<file path="src/pmr_pkg.sv">
// Purpose: Shared constants of the power and buffer status register bank
// Assumes: 100 MHz pclk, 32-bit APB data, byte addresses
// Notes:   Every offset, field position and timing count lives here, with most reset values
package pmr_pkg;

	// ---------------------------------------------------------------
	// Register map
	// ---------------------------------------------------------------
	localparam int ADDR_W = 12;
	localparam logic [ADDR_W-1:0] RX_OCC_OFS  = 12'h018;
	localparam logic [ADDR_W-1:0] TX_FREE_OFS = 12'h01c;
	localparam logic [ADDR_W-1:0] PWR_CTL_OFS = 12'h020;

	// ---------------------------------------------------------------
	// Field positions of power_wake_control
	// ---------------------------------------------------------------
	localparam int CLR_FLAGS_BIT = 9;
	localparam int CLR_EN_BIT    = 8;
	localparam int READY_BIT     = 7;
	localparam int SLEEP_HI      = 6;
	localparam int SLEEP_LO      = 5;
	localparam int TRANSCEIVER_RESET_PULSE_BIT   = 4;
	localparam int LAN_EN_BIT    = 3;
	localparam int ENERGY_DETECT_WAKE_ENABLE_BIT     = 2;
	localparam int CAUSE_HI      = 1;
	localparam int CAUSE_LO      = 0;

	// ---------------------------------------------------------------
	// Reset values and encodings
	// ---------------------------------------------------------------
	localparam int LEVEL_W = 16;
	localparam logic [LEVEL_W-1:0] RX_OCC_RESET  = 16'h0000;
	localparam logic [LEVEL_W-1:0] TX_FREE_RESET = 16'h2000;
	localparam logic               CLR_FLAGS_RESET = 1'b0;
	localparam logic               CLR_EN_RESET    = 1'b1;
	localparam logic [1:0]         SLEEP_TWO       = 2'h2;
	localparam logic [1:0]         CAUSE_NONE      = 2'h0;
	localparam logic [31:0]        ZERO_WORD       = 32'h0000_0000;

	// ---------------------------------------------------------------
	// Timing
	// ---------------------------------------------------------------
	localparam int unsigned CLK_PERIOD_NS   = 10;
	localparam int unsigned TRANSCEIVER_RESET_PULSE_HOLD_MS = 2;
	localparam int unsigned TRANSCEIVER_RESET_PULSE_CYCLES  =
		(TRANSCEIVER_RESET_PULSE_HOLD_MS * 1000000 + CLK_PERIOD_NS - 1) / CLK_PERIOD_NS;

	// Word-aligned byte count for frame data ending mid-word
	function automatic logic [LEVEL_W-1:0] round_to_word(input logic [LEVEL_W-1:0] len);
		round_to_word = (len + 16'h0003) & 16'hfffc;
	endfunction

endpackage

</file>
<file path="src/pmr_level_if.sv">
// Purpose: Carries one buffer level counter's updates and value
// Assumes: Single pclk domain
// Notes:   owner side keeps the count, user side feeds it
`timescale 1ns/1ps
interface pmr_level_if #(parameter int WIDTH = 16);
	logic             add;
	logic [WIDTH-1:0] add_len;
	logic             sub;
	logic [WIDTH-1:0] sub_len;
	logic [WIDTH-1:0] level;

	modport owner (input add, input add_len, input sub, input sub_len, output level);
	modport user  (output add, output add_len, output sub, output sub_len, input level);
endinterface

</file>
<file path="src/pmr_level_count.sv">
// Purpose: Byte level counter of one data buffer
// Assumes: add and sub are one-cycle pulses in the pclk domain
// Notes:   ROUND rounds each addition up to a whole 32-bit word
`timescale 1ns/1ps
module pmr_level_count #(
	parameter int                                  WIDTH       = 16,
	parameter bit                                  ROUND       = 1'b0,
	parameter logic [pmr_pkg::LEVEL_W-1:0]         RESET_LEVEL = pmr_pkg::RX_OCC_RESET
) (
	input wire logic        pclk,
	input wire logic        presetn,
	pmr_level_if.owner      lvl
);
	logic [WIDTH-1:0] add_amt;
	logic [WIDTH-1:0] next_level;

	always_comb
	begin
		add_amt = ROUND ? pmr_pkg::round_to_word(lvl.add_len) : lvl.add_len;
		next_level = lvl.level;
		if (lvl.add)
			next_level = next_level + add_amt;
		if (lvl.sub)
			next_level = next_level - lvl.sub_len;
	end

	always_ff @(posedge pclk or negedge presetn)
	begin
		if (!presetn)
			lvl.level <= RESET_LEVEL;
		else
			lvl.level <= next_level;
	end

	round_add_a: assert property (@(posedge pclk) disable iff (!presetn)
		(lvl.add && !lvl.sub) |=>
			lvl.level == $past(lvl.level) + (ROUND ? pmr_pkg::round_to_word($past(lvl.add_len))
				: $past(lvl.add_len)))
		else $error("buffer level did not grow by the rounded length");
endmodule

</file>
<file path="src/pmr_phy_reset_timer.sv">
// Purpose: Holds the transceiver reset for a fixed number of cycles
// Assumes: start is a one-cycle pulse
// Notes:   A start while busy is dropped, so the hold cannot be stretched
`timescale 1ns/1ps
module pmr_phy_reset_timer #(
	parameter int unsigned HOLD_CYCLES = pmr_pkg::TRANSCEIVER_RESET_PULSE_CYCLES
) (
	input  wire logic pclk,
	input  wire logic presetn,
	input  wire logic start,
	output logic      busy
);
	localparam int CW = $clog2(HOLD_CYCLES + 1);
	localparam logic [CW-1:0] LAST = CW'(HOLD_CYCLES - 1);

	logic [CW-1:0] count;

	always_ff @(posedge pclk or negedge presetn)
	begin
		if (!presetn)
		begin
			busy  <= 1'b0;
			count <= '0;
		end
		else if (!busy && start)
		begin
			busy  <= 1'b1;
			count <= LAST;
		end
		else if (busy)
		begin
			if (count == '0)
				busy <= 1'b0;
			else
				count <= count - 1'b1;
		end
	end

	restart_ignored_a: assert property (@(posedge pclk) disable iff (!presetn)
		(busy && start && count != '0) |=> (busy && count == $past(count) - 1'b1))
		else $error("start while busy disturbed the reset hold");
endmodule

</file>
<file path="src/pmr_regs.sv">
// Purpose: Buffer status and power management control registers on APB
// Assumes: All inputs synchronous to pclk; event inputs are one-cycle pulses
// Notes:   One wait state per APB access; unmapped addresses answer pslverr
//
// How it works
// - rx_buffer_occupancy bits 15:0 give bytes held in receive buffer, reset zero.
// - Each received frame adds its length rounded up to a whole word.
// - tx_buffer_free_space bits 15:0 give free transmit bytes, reset 2000h.
// - Bit 9 set: lan wake resume completion clears MAC wake frame/magic flags.
// - Bit 9 set: such a resume also clears the upper wake cause bit.
// - Only wake frame or magic packet resumes trigger that clearing.
// - Bit 8 set (reset 1): remote resume clears all wake enables.
// - Read-only bit 7 shows normal state with configuration done; resets 0.
// - Without PHY clocks, ready waits for the watchdog expiry.
// - Bits 6:5 pick the sleep state on suspend, reset 10b.
// - Deconfiguration forces the sleep selection back to 10b.
// - Writing 1 to bit 4 resets the PHY for 2 ms, then self-clears.
// - Writes to bit 4 are ignored while it reads high.
// - USB transfers get NAK until the PHY reset completes.
// - Bit 3 enables LAN wake, bit 2 energy detect wake; both reset 0.
// - Bits 1:0 record wake cause: none, energy, LAN, multiple; reset 00.
// - Writing 1 to either wake cause bit clears both.
// - A wake cause records only sources enabled before reduced power entry.
//
// The implementer's own choice: the APB interface to the registers.
`timescale 1ns/1ps
module pmr_regs #(
	parameter int unsigned TRANSCEIVER_RESET_PULSE_CYCLES = pmr_pkg::TRANSCEIVER_RESET_PULSE_CYCLES,
	parameter int          LEVEL_W        = pmr_pkg::LEVEL_W
) (
	input  wire logic                       pclk,
	input  wire logic                       presetn,
	input  wire logic                       psel,
	input  wire logic                       penable,
	input  wire logic                       pwrite,
	input  wire logic [pmr_pkg::ADDR_W-1:0] paddr,
	input  wire logic [31:0]                pwdata,
	output logic                            pready,
	output logic      [31:0]                prdata,
	output logic                            pslverr,
	input  wire logic                       rx_frame_store,
	input  wire logic [LEVEL_W-1:0]         rx_frame_len,
	input  wire logic                       rx_drain,
	input  wire logic [LEVEL_W-1:0]         rx_drain_len,
	input  wire logic                       tx_load,
	input  wire logic [LEVEL_W-1:0]         tx_load_len,
	input  wire logic                       tx_release,
	input  wire logic [LEVEL_W-1:0]         tx_release_len,
	input  wire logic                       device_normal,
	input  wire logic                       hw_config_done,
	input  wire logic                       phy_clocks_present,
	input  wire logic                       watchdog_expired,
	input  wire logic                       deconfigure,
	input  wire logic                       in_reduced_power,
	input  wire logic                       energy_event,
	input  wire logic                       lan_event,
	input  wire logic                       resume_done,
	input  wire logic                       resume_remote,
	input  wire logic                       resume_by_lan_frame,
	output logic                            phy_reset_out,
	output logic                            usb_nak,
	output logic      [1:0]                 sleep_select,
	output logic                            lan_wake_enable,
	output logic                            energy_detect_wake_enable,
	output logic                            mac_wake_flags_clear
);
	// ---------------------------------------------------------------
	// Buffer level counters
	// ---------------------------------------------------------------
	pmr_level_if #(.WIDTH(LEVEL_W)) rx_lvl ();
	pmr_level_if #(.WIDTH(LEVEL_W)) tx_lvl ();

	assign rx_lvl.add     = rx_frame_store;
	assign rx_lvl.add_len = rx_frame_len;
	assign rx_lvl.sub     = rx_drain;
	assign rx_lvl.sub_len = rx_drain_len;
	// Free space grows when the MAC releases bytes and shrinks on host loads
	assign tx_lvl.add     = tx_release;
	assign tx_lvl.add_len = tx_release_len;
	assign tx_lvl.sub     = tx_load;
	assign tx_lvl.sub_len = tx_load_len;

	pmr_level_count #(
		.WIDTH       (LEVEL_W),
		.ROUND       (1'b1),
		.RESET_LEVEL (pmr_pkg::RX_OCC_RESET)
	) u_rx_level (
		.pclk    (pclk),
		.presetn (presetn),
		.lvl     (rx_lvl)
	);

	pmr_level_count #(
		.WIDTH       (LEVEL_W),
		.ROUND       (1'b0),
		.RESET_LEVEL (pmr_pkg::TX_FREE_RESET)
	) u_tx_level (
		.pclk    (pclk),
		.presetn (presetn),
		.lvl     (tx_lvl)
	);

	// ---------------------------------------------------------------
	// APB slave
	// ---------------------------------------------------------------
	logic        wr_done;
	logic        wr_ctl;
	logic        hit_ctl;
	logic        hit_any;
	logic        resume_clears_wake_flags;
	logic        resume_clears_wake_enables;
	logic        device_ready;
	logic [1:0]  wake_cause;
	logic [31:0] ctl_word;
	logic [31:0] next_prdata;

	assign hit_ctl = (paddr == pmr_pkg::PWR_CTL_OFS);
	assign hit_any = hit_ctl || (paddr == pmr_pkg::RX_OCC_OFS) || (paddr == pmr_pkg::TX_FREE_OFS);
	// A write takes effect only at the completing edge of the access phase
	assign wr_done = psel && penable && pready && pwrite;
	assign wr_ctl  = wr_done && hit_ctl;

	always_comb
	begin
		ctl_word = pmr_pkg::ZERO_WORD;
		ctl_word[pmr_pkg::CLR_FLAGS_BIT] = resume_clears_wake_flags;
		ctl_word[pmr_pkg::CLR_EN_BIT] = resume_clears_wake_enables;
		ctl_word[pmr_pkg::READY_BIT] = device_ready;
		ctl_word[pmr_pkg::SLEEP_HI:pmr_pkg::SLEEP_LO] = sleep_select;
		ctl_word[pmr_pkg::TRANSCEIVER_RESET_PULSE_BIT] = phy_reset_out;
		ctl_word[pmr_pkg::LAN_EN_BIT] = lan_wake_enable;
		ctl_word[pmr_pkg::ENERGY_DETECT_WAKE_ENABLE_BIT] = energy_detect_wake_enable;
		ctl_word[pmr_pkg::CAUSE_HI:pmr_pkg::CAUSE_LO] = wake_cause;
		next_prdata = pmr_pkg::ZERO_WORD;
		if (paddr == pmr_pkg::RX_OCC_OFS)
			next_prdata[LEVEL_W-1:0] = rx_lvl.level;
		else if (paddr == pmr_pkg::TX_FREE_OFS)
			next_prdata[LEVEL_W-1:0] = tx_lvl.level;
		else if (hit_ctl)
			next_prdata = ctl_word;
	end

	// One wait state: pready rises in the second access cycle
	always_ff @(posedge pclk or negedge presetn)
	begin
		if (!presetn)
			pready <= 1'b0;
		else
			pready <= psel && penable && !pready;
	end

	// Read data and error are captured in the setup cycle and stand to the end
	always_ff @(posedge pclk or negedge presetn)
	begin
		if (!presetn)
		begin
			prdata  <= pmr_pkg::ZERO_WORD;
			pslverr <= 1'b0;
		end
		else if (psel && !penable)
		begin
			prdata  <= pwrite ? pmr_pkg::ZERO_WORD : next_prdata;
			pslverr <= !hit_any;
		end
	end

	// ---------------------------------------------------------------
	// Resume options and ready indication
	// ---------------------------------------------------------------
	always_ff @(posedge pclk or negedge presetn)
	begin
		if (!presetn)
		begin
			resume_clears_wake_flags   <= pmr_pkg::CLR_FLAGS_RESET;
			resume_clears_wake_enables <= pmr_pkg::CLR_EN_RESET;
		end
		else if (wr_ctl)
		begin
			resume_clears_wake_flags   <= pwdata[pmr_pkg::CLR_FLAGS_BIT];
			resume_clears_wake_enables <= pwdata[pmr_pkg::CLR_EN_BIT];
		end
	end

	always_ff @(posedge pclk or negedge presetn)
	begin
		if (!presetn)
			device_ready <= 1'b0;
		else
			device_ready <= device_normal && hw_config_done &&
				(phy_clocks_present || watchdog_expired);
	end

	// ---------------------------------------------------------------
	// Sleep state selection
	// ---------------------------------------------------------------
	// Software keeps this at state two while unconfigured; no check is made here
	always_ff @(posedge pclk or negedge presetn)
	begin
		if (!presetn)
			sleep_select <= pmr_pkg::SLEEP_TWO;
		else if (deconfigure)
			sleep_select <= pmr_pkg::SLEEP_TWO;
		else if (wr_ctl)
			sleep_select <= pwdata[pmr_pkg::SLEEP_HI:pmr_pkg::SLEEP_LO];
	end

	// ---------------------------------------------------------------
	// Transceiver reset
	// ---------------------------------------------------------------
	logic phy_start;

	assign phy_start = wr_ctl && pwdata[pmr_pkg::TRANSCEIVER_RESET_PULSE_BIT];

	pmr_phy_reset_timer #(
		.HOLD_CYCLES (TRANSCEIVER_RESET_PULSE_CYCLES)
	) u_phy_timer (
		.pclk    (pclk),
		.presetn (presetn),
		.start   (phy_start),
		.busy    (phy_reset_out)
	);

	// Set from the write itself so it rises at the same edge as the hold starts
	always_ff @(posedge pclk or negedge presetn)
	begin
		if (!presetn)
			usb_nak <= 1'b0;
		else
			usb_nak <= phy_start || (phy_reset_out && !(usb_nak && !phy_reset_out));
	end

	// ---------------------------------------------------------------
	// Wake enables and wake cause
	// ---------------------------------------------------------------
	logic remote_clear;
	logic flag_clear;
	logic was_reduced;
	logic energy_armed;
	logic lan_armed;
	logic [1:0] cause_set;

	assign remote_clear = resume_done && resume_remote && resume_clears_wake_enables;
	assign flag_clear = resume_done && resume_by_lan_frame && resume_clears_wake_flags;

	always_ff @(posedge pclk or negedge presetn)
	begin
		if (!presetn)
		begin
			lan_wake_enable           <= 1'b0;
			energy_detect_wake_enable <= 1'b0;
		end
		else if (remote_clear)
		begin
			lan_wake_enable           <= 1'b0;
			energy_detect_wake_enable <= 1'b0;
		end
		else if (wr_ctl)
		begin
			lan_wake_enable           <= pwdata[pmr_pkg::LAN_EN_BIT];
			energy_detect_wake_enable <= pwdata[pmr_pkg::ENERGY_DETECT_WAKE_ENABLE_BIT];
		end
	end

	// Enables are frozen on entry so later writes cannot arm a source
	always_ff @(posedge pclk or negedge presetn)
	begin
		if (!presetn)
		begin
			was_reduced  <= 1'b0;
			energy_armed <= 1'b0;
			lan_armed    <= 1'b0;
		end
		else
		begin
			was_reduced <= in_reduced_power;
			if (in_reduced_power && !was_reduced)
			begin
				energy_armed <= energy_detect_wake_enable;
				lan_armed    <= lan_wake_enable;
			end
		end
	end

	assign cause_set[0] = energy_event && energy_armed;
	assign cause_set[1] = lan_event && lan_armed;

	// A new event wins over a clear in the same cycle
	always_ff @(posedge pclk or negedge presetn)
	begin
		if (!presetn)
			wake_cause <= pmr_pkg::CAUSE_NONE;
		else
		begin
			if (wr_ctl && (pwdata[pmr_pkg::CAUSE_HI:pmr_pkg::CAUSE_LO] != 2'h0))
				wake_cause <= cause_set;
			else if (flag_clear)
				wake_cause <= {cause_set[1], wake_cause[0] | cause_set[0]};
			else
				wake_cause <= wake_cause | cause_set;
		end
	end

	always_ff @(posedge pclk or negedge presetn)
	begin
		if (!presetn)
			mac_wake_flags_clear <= 1'b0;
		else
			mac_wake_flags_clear <= flag_clear;
	end

	// ---------------------------------------------------------------
	// Checks
	// ---------------------------------------------------------------
	phy_hold_a: assert property (@(posedge pclk) disable iff (!presetn)
		$rose(phy_reset_out) |-> phy_reset_out[*8])
		else $error("transceiver reset released too early");

	nak_cover_a: assert property (@(posedge pclk) disable iff (!presetn)
		phy_reset_out |-> usb_nak)
		else $error("USB transfer not refused during transceiver reset");

	ready_cause_a: assert property (@(posedge pclk) disable iff (!presetn)
		device_ready |-> $past(device_normal && hw_config_done &&
			(phy_clocks_present || watchdog_expired)))
		else $error("ready shown without normal state or PHY clocks");

	deconf_sleep_a: assert property (@(posedge pclk) disable iff (!presetn)
		deconfigure |=> sleep_select == pmr_pkg::SLEEP_TWO)
		else $error("deconfiguration did not restore sleep state two");

	cause_clear_a: assert property (@(posedge pclk) disable iff (!presetn)
		(wr_ctl && pwdata[1:0] != 2'h0 && !energy_event && !lan_event)
			|=> wake_cause == pmr_pkg::CAUSE_NONE)
		else $error("write of one did not clear wake cause");

	cause_gate_a: assert property (@(posedge pclk) disable iff (!presetn)
		(energy_event && !energy_armed && !lan_event && !wr_ctl && !flag_clear)
			|=> $stable(wake_cause))
		else $error("unarmed energy event changed wake cause");

	flag_clear_a: assert property (@(posedge pclk) disable iff (!presetn)
		(resume_done && !resume_by_lan_frame) |=> !mac_wake_flags_clear)
		else $error("non-LAN resume cleared MAC wake flags");

	enable_clear_a: assert property (@(posedge pclk) disable iff (!presetn)
		remote_clear |=> (!lan_wake_enable && !energy_detect_wake_enable))
		else $error("remote resume left wake enables set");

	reserved_zero_a: assert property (@(posedge pclk) disable iff (!presetn)
		(psel && penable && pready && !pwrite) |-> prdata[31:16] == 16'h0000)
		else $error("reserved bits read nonzero");
endmodule

</file>
<file path="config.mk">
export PLATFORM = sky130hd
export DESIGN_NAME = pmr_regs
export DESIGN_NICKNAME = d
export VERILOG_FILES = /design/src/pmr_pkg.sv /design/src/pmr_level_if.sv /design/src/pmr_level_count.sv /design/src/pmr_phy_reset_timer.sv /design/src/pmr_regs.sv
export SDC_FILE = /design/constraint.sdc
export NUM_CORES = 1
export LEC_CHECK = 0
export BUFFER_PORTS_ARGS = -buffer_cell sky130_fd_sc_hd__buf_2
export CAP_MARGIN = 20
export CORE_MARGIN = 10
export CORE_UTILIZATION = 41
export DETAILED_ROUTE_END_ITERATION = 10
export GPL_TIMING_DRIVEN = 0
export PLACE_DENSITY_LB_ADDON = 0.12
export SYNTH_ARGS = -nofsm -noshare
export SYNTH_HDL_FRONTEND = slang
export SYNTH_SLANG_ARGS = --single-unit
export TNS_END_PERCENT = 10
</file>
<file path="constraint.sdc">
create_clock -name pclk -period 6.95 [get_ports pclk]
set_input_delay 2.085 -clock pclk [delete_from_list [all_inputs] [get_ports pclk]]
set_output_delay 2.085 -clock pclk [all_outputs]
set_load 0.01 [all_outputs]
</file>
== Yosys cells after proc, flatten, opt, wreduce, memory -nomap -nowiden ==
Index checks and enable logic that the tools add are counted.
W data, S select, Z words.

* Word-level logic and storage cells: 91
* Flip-flop bits (word level): 99
* Output and inout port bits: 41

* Add/sub/neg operators: 6
* Muxes and demuxes: 24
* Equal/unequal tests: 4
* Reductions and logical operators: 36
* Bitwise operators: 2

{| class="wikitable"
|+ Operators by type and width
! operator !! number
|-
| $mux W16 || 8
|-
| $mux W18 || 3
|-
| $add A16 B16 Y16 || 2
|-
| $mux W32 || 1
|-
| $sub A16 B16 Y16 || 2
|-
| $eq A12 B5 Y1 const B || 2
|-
| $logic_and A1 B1 Y1 || 20
|-
| $logic_not A18 Y1 || 1
|-
| $sub A18 B1 Y18 const B || 1
|-
| $add A16 B2 Y16 const B || 1
|-
| $eq A12 B6 Y1 const B || 1
|-
| $mux W10 || 1
|-
| $mux W2 || 4
|-
| $reduce_bool A2 Y1 || 4
|-
| $mux W1 || 7
|-
| $logic_not A1 Y1 || 6
|-
| $logic_or A1 B1 Y1 || 4
|-
| $ne A2 B1 Y1 const B || 1
|-
| $or A2 B2 Y2 || 1
|-
| $reduce_and A2 Y1 || 1
|-
| $or A1 B1 Y1 || 1
|}

== Depth between registers and ports, before layout ==
* Depth in word-level cells: 8
* Depth in mapped cells: 20
* Gate-level depth less buffers: 20

== By module ==
A second synthesis with hierarchy kept.

* Cell total of the unflattened synthesis: 855
* Area, all modules: 7557.2 sq um

{| class="wikitable"
|+ Modules (own cells, without submodules)
! module !! instances !! sequential area each (sq um) !! cells each !! area each (sq um)
|-
| pmr_level_count (u_tx_level) || 1 || 401.6 || 295 || 2416.1
|-
| pmr_level_count (u_rx_level) || 1 || 400.4 || 284 || 2352.3
|-
| pmr_regs || 1 || 803.3 || 167 || 1711.6
|-
| pmr_phy_reset_timer || 1 || 475.5 || 109 || 1077.3
|}

== Worst setup path before layout ==
Ideal clock, no wire load.

* Path type: input to register
* Start point: in rx_frame_len[0]
* End point: reg u_rx_level.lvl.level[15]
* Data required time: 6.815 ns
* Path slack: 0.789 ns
* Stages on the path: 19
* Buffers on the path: 0
* Data arrival time: 6.026 ns
* Setup time: 0.135 ns
* Cell sequence: o2111a_1 > and4_1 > nand2_1 > nor2_1 > nand3_1 > xnor2_1 > ha_1 > or3_1 > a2111oi_0 > nor2_1 > xor2_1 > mux2_2 > ha_1 > and4_1 > and4_1 > a2111oi_0 > xor2_1 > nand2_1 > xor3_1

* Longest elaborated chain between the ends: 5

{| class="wikitable"
|+ RTL lines
! what !! RTL line !! RTL
|-
| start: declaration || pmr_regs.sv:42 || <nowiki>input wire logic [LEVEL_W-1:0] rx_frame_len,</nowiki>
|-
| $add A16 B2 Y16 * || pmr_pkg.sv:50 || <nowiki>round_to_word = (len + 16'h0003) & 16'hfffc;</nowiki>
|-
| $add A16 B16 Y16 * || pmr_level_count.sv:22 || <nowiki>next_level = next_level + add_amt;</nowiki>
|-
| $mux W16 * || pmr_level_count.sv:21 || <nowiki>if (lvl.add)</nowiki>
|-
| $sub A16 B16 Y16 || pmr_level_count.sv:24 || <nowiki>next_level = next_level - lvl.sub_len;</nowiki>
|-
| $mux W16 * || pmr_level_count.sv:23 || <nowiki>if (lvl.sub)</nowiki>
|-
| via u_rx_level.next_level[15] || pmr_level_count.sv:15 || <nowiki>logic [WIDTH-1:0] next_level;</nowiki>
|-
| end signal: assignment || pmr_level_count.sv:32 || <nowiki>lvl.level <= next_level;</nowiki>
|-
| end: declaration || pmr_level_if.sv:12 || <nowiki>modport owner (input add, input add_len, input sub, input sub_len, output level);</nowiki>
|}

The timed path passes the listed nets; every way through them passes the cells marked *.
A chain may end at the register's enable or synchronous reset.

== Final worst setup path ==
Same ends and word-level chain as after synthesis.

==> impl_metrics.tcl <==
set metrics [dict create \
    status "completed" \
    start_kind "primary input" \
    period_share_pct 94.4 \
    cts-root-buf "clkbuf_16" \
    endpoint_kind "flip-flop" \
    synth-seq-cells 83 \
    holdBufCountCts 0 \
    final_cell_mix "buf_2 (124), dfrtp_1 (80), a21oi_1 (66)" \
    cp_slowest_cell "a2111oi_0" \
    grt_use_met1_pct 22.0 \
    portBuffers 125 \
    drt_iter0_markers 299 \
    synth_warnings 0 \
    antennaDiodeCount 0 \
    ys.flop_type "dfrtp_1" \
    area_delta_synth_final_pct 18.5 \
    gp_congestion 0.831 \
    layout_min_cycle_time_ps 6560 \
    drt-total-wl_um 18000 \
    crit_path_max_fanout 5 \
    crit_path_frequent_cell "and4_1" \
    drc 0 \
    multiInputGateArea_um2 4490 \
    fmax_mhz 152 \
    cts_sinks 83 \
    path_class "in -> reg" \
    grtUsageTotal_pct 16.0 \
    cp.required_ps 7160 \
    initial_core_util_pct 41.6 \
    instances_no_fill 1148 \
    htreeDepth 3 \
    hp-class "reg -> reg" \
    tightest_slew_ps 751 \
    antenna_found_initial 0 \
    synth_edf_count 0 \
    async_reset_ff_share_pct 100 \
    hold_viol 0 \
    cpPeakStageDelay_ps 500 \
    synth_cell_types 63 \
    drv_cap 0 \
    coreArea_um2 16500 \
    drv_slew 0 \
    leakagePower_nw 3.91 \
    first_global_vias 5771 \
    wl_per_cell_um 15.7 \
    ant_nets 0 \
    setup_viol_count_final 0 \
    layout.nets 1115 \
    ioPinCount 169 \
    fin_setup_tns_ps 0 \
    maxSlewHeadroom_pct 50.0 \
    vias 5874 \
    gr-usage-met2_pct 24.7 \
    cts-resized-gates 0 \
    first_pass_iters 6 \
    avgSynthCellArea_um2 8.92 \
    use_met3_pct 3.99 \
    synthCells 771 \
    clk_latency_ps 340 \
    fillers 1625 \
    die_area_um2 22400 \
    netlist_area_um2 6880 \
    layout_commonest_cell "buf_2" \
    vdd_drop_max_mv 0.181 \
    cts_setup_buffers 0 \
    cts_tree "done" \
    drive_above_1_share_pct 23.8 \
    cts_max_path_buffers 2 \
    crit_chain "buf_2 > o2111a_1 > and4_1 > nand2_1 > nor2_1 > nand3_1 > xnor2_1 > ha_1 > or3_1 > a2111oi_0 > nor2_1 > xor2_1 > mux2_2 > ha_1 > and4_1 > and4_1 > a2111oi_0 > xor2_1 > nand2_1 > xor3_1" \
    register_area_um2 2080 \
    grt_pass1_wl_um 29200 \
    p_per_area_nw_per_um2 397 \
    place_hpwl_um 15000 \
    critPathArrivalTime_ps 6770 \
    die_x_um 150 \
    ys_seq_area_share_pct 30.3 \
    rsz0062_at_grt "no" \
    grt_max_degree 44 \
    overflow 0 \
    die_y_um 150 \
    viasPerCell 5.12 \
    finalPower_mw 3.23 \
    path_clk_slew_ps 70 \
    rows 47 \
    clock-skew-final_ps 5.98 \
    busiest_layer "met2" \
    cts_made_buffers 9 \
    post-place-cells 1132 \
]
cell type report:
type / count / area share, %
multi-input combinational: 623 / 55.1
sequential: 83 / 25.5
timing repair buffer: 126 / 8.04
tap: 220 / 3.38
clock buffer: 9 / 2.76
buffer: 33 / 2.26
inverter: 47 / 2.16
clock inverter: 7 / 0.752
routing by layer:
layer | vias to the layer above | routed length (µm)
li1 | 3039 | -
met2 | 121 | 8110
met3 | 11 | 956
met5 | - | 0
met1 | 2703 | 8710
met4 | 0 | 193
through the flow:
stage,worst slack [ps],area (µm²),hold slack [ps],utilization (%)
after floorplan,789,6930,459,-
after detailed placement,23.5,7870,446,47.6
after global routing,20.9,8150,490,49.3
after global placement,26.5,7840,440,47.4
after CTS,359,8150,456,49.3
final,391,8150,457,49.3
cell families (layout without fill, tap and decap cells):
kind of cell / count (synthesis) / after routing / share of synthesized area (%)
buffers and inverters: 80 / 222 / 5.24
xor gates and xnor gates: 72 / 72 / 9.50
other: 1 / 16 / 0.0545
and+or+nand+nor: 215 / 215 / 15.5
AOI/OAI and AO/OA: 194 / 194 / 17.7
adders and majority gates: 64 / 64 / 12.1
DFF: 83 / 83 / 30.3
muxes: 62 / 62 / 9.75
path summary, 6_finish.rpt:
check	startpoint	to	slack (ps)	cells past startpoint
setup / recovery	rx_frame_len[0]	u_rx_level.lvl.level[15]	390	20
hold / removal	pready	pready	460	1
setup reg to reg	u_tx_level.lvl.level[0]	u_tx_level.lvl.level[14]	2400	17
hold reg to reg	pready	pready	460	1
max in group asynchronous	presetn	prdata[14]	4610	2
min in group asynchronous	presetn	energy_detect_wake_enable	1730	1
critical path: cells and delay by family:
family	cells	cell delay, ps
and+or+nand+nor	9	1850
xor gates and xnor gates	4	700
muxes	1	280
AOI/OAI and AO/OA	3	1180
buffers and inverters	1	100
adders and majority gates	2	560
power breakdown:
part	switching (mW)	internal, mW	leakage (nW)
registers	0.104	0.593	0.976
clock network	0.216	0.249	0.140
logic	1.06	1.01	2.79
flip-flops by register name, summed over array words and instances, names as in the netlist, 2 cells and up:
register,count
wake_cause,2
sleep_select,2
u_tx_level.lvl.level,16
u_phy_timer.count,18
prdata,16
u_rx_level.lvl.level,16
synthesized netlist by cell type (5+ instances only):
| master | n | area, µm² |
|---|---|---|
| nor2b_1 | 7 | 43.8 |
| xor2_1 | 24 | 210 |
| nor4_1 | 6 | 37.5 |
| nand3_1 | 13 | 65.1 |
| o21bai_1 | 5 | 37.5 |
| a21oi_1 | 66 | 330 |
| xnor2_1 | 46 | 403 |
| o21ai_0 | 47 | 235 |
| a31oi_1 | 7 | 43.8 |
| a211oi_1 | 8 | 60.1 |
| nand2_1 | 55 | 206 |
| dfrtp_1 | 80 | 2000 |
| ha_1 | 60 | 751 |
| or2_2 | 5 | 31.3 |
| or3_1 | 11 | 68.8 |
| a2111oi_0 | 5 | 43.8 |
| buf_4 | 16 | 120 |
| nor3_1 | 15 | 75.1 |
| mux2i_1 | 22 | 220 |
| nand4_1 | 5 | 31.3 |
| and3_1 | 8 | 50.1 |
| a21o_1 | 18 | 135 |
| mux2_2 | 40 | 450 |
| clkbuf_1 | 14 | 52.6 |
| inv_1 | 47 | 176 |
| nand2b_1 | 8 | 50.1 |
| o21a_1 | 11 | 82.6 |
| nor2_1 | 63 | 236 |
No activity file was read; power rests on OpenSTA's default activity.
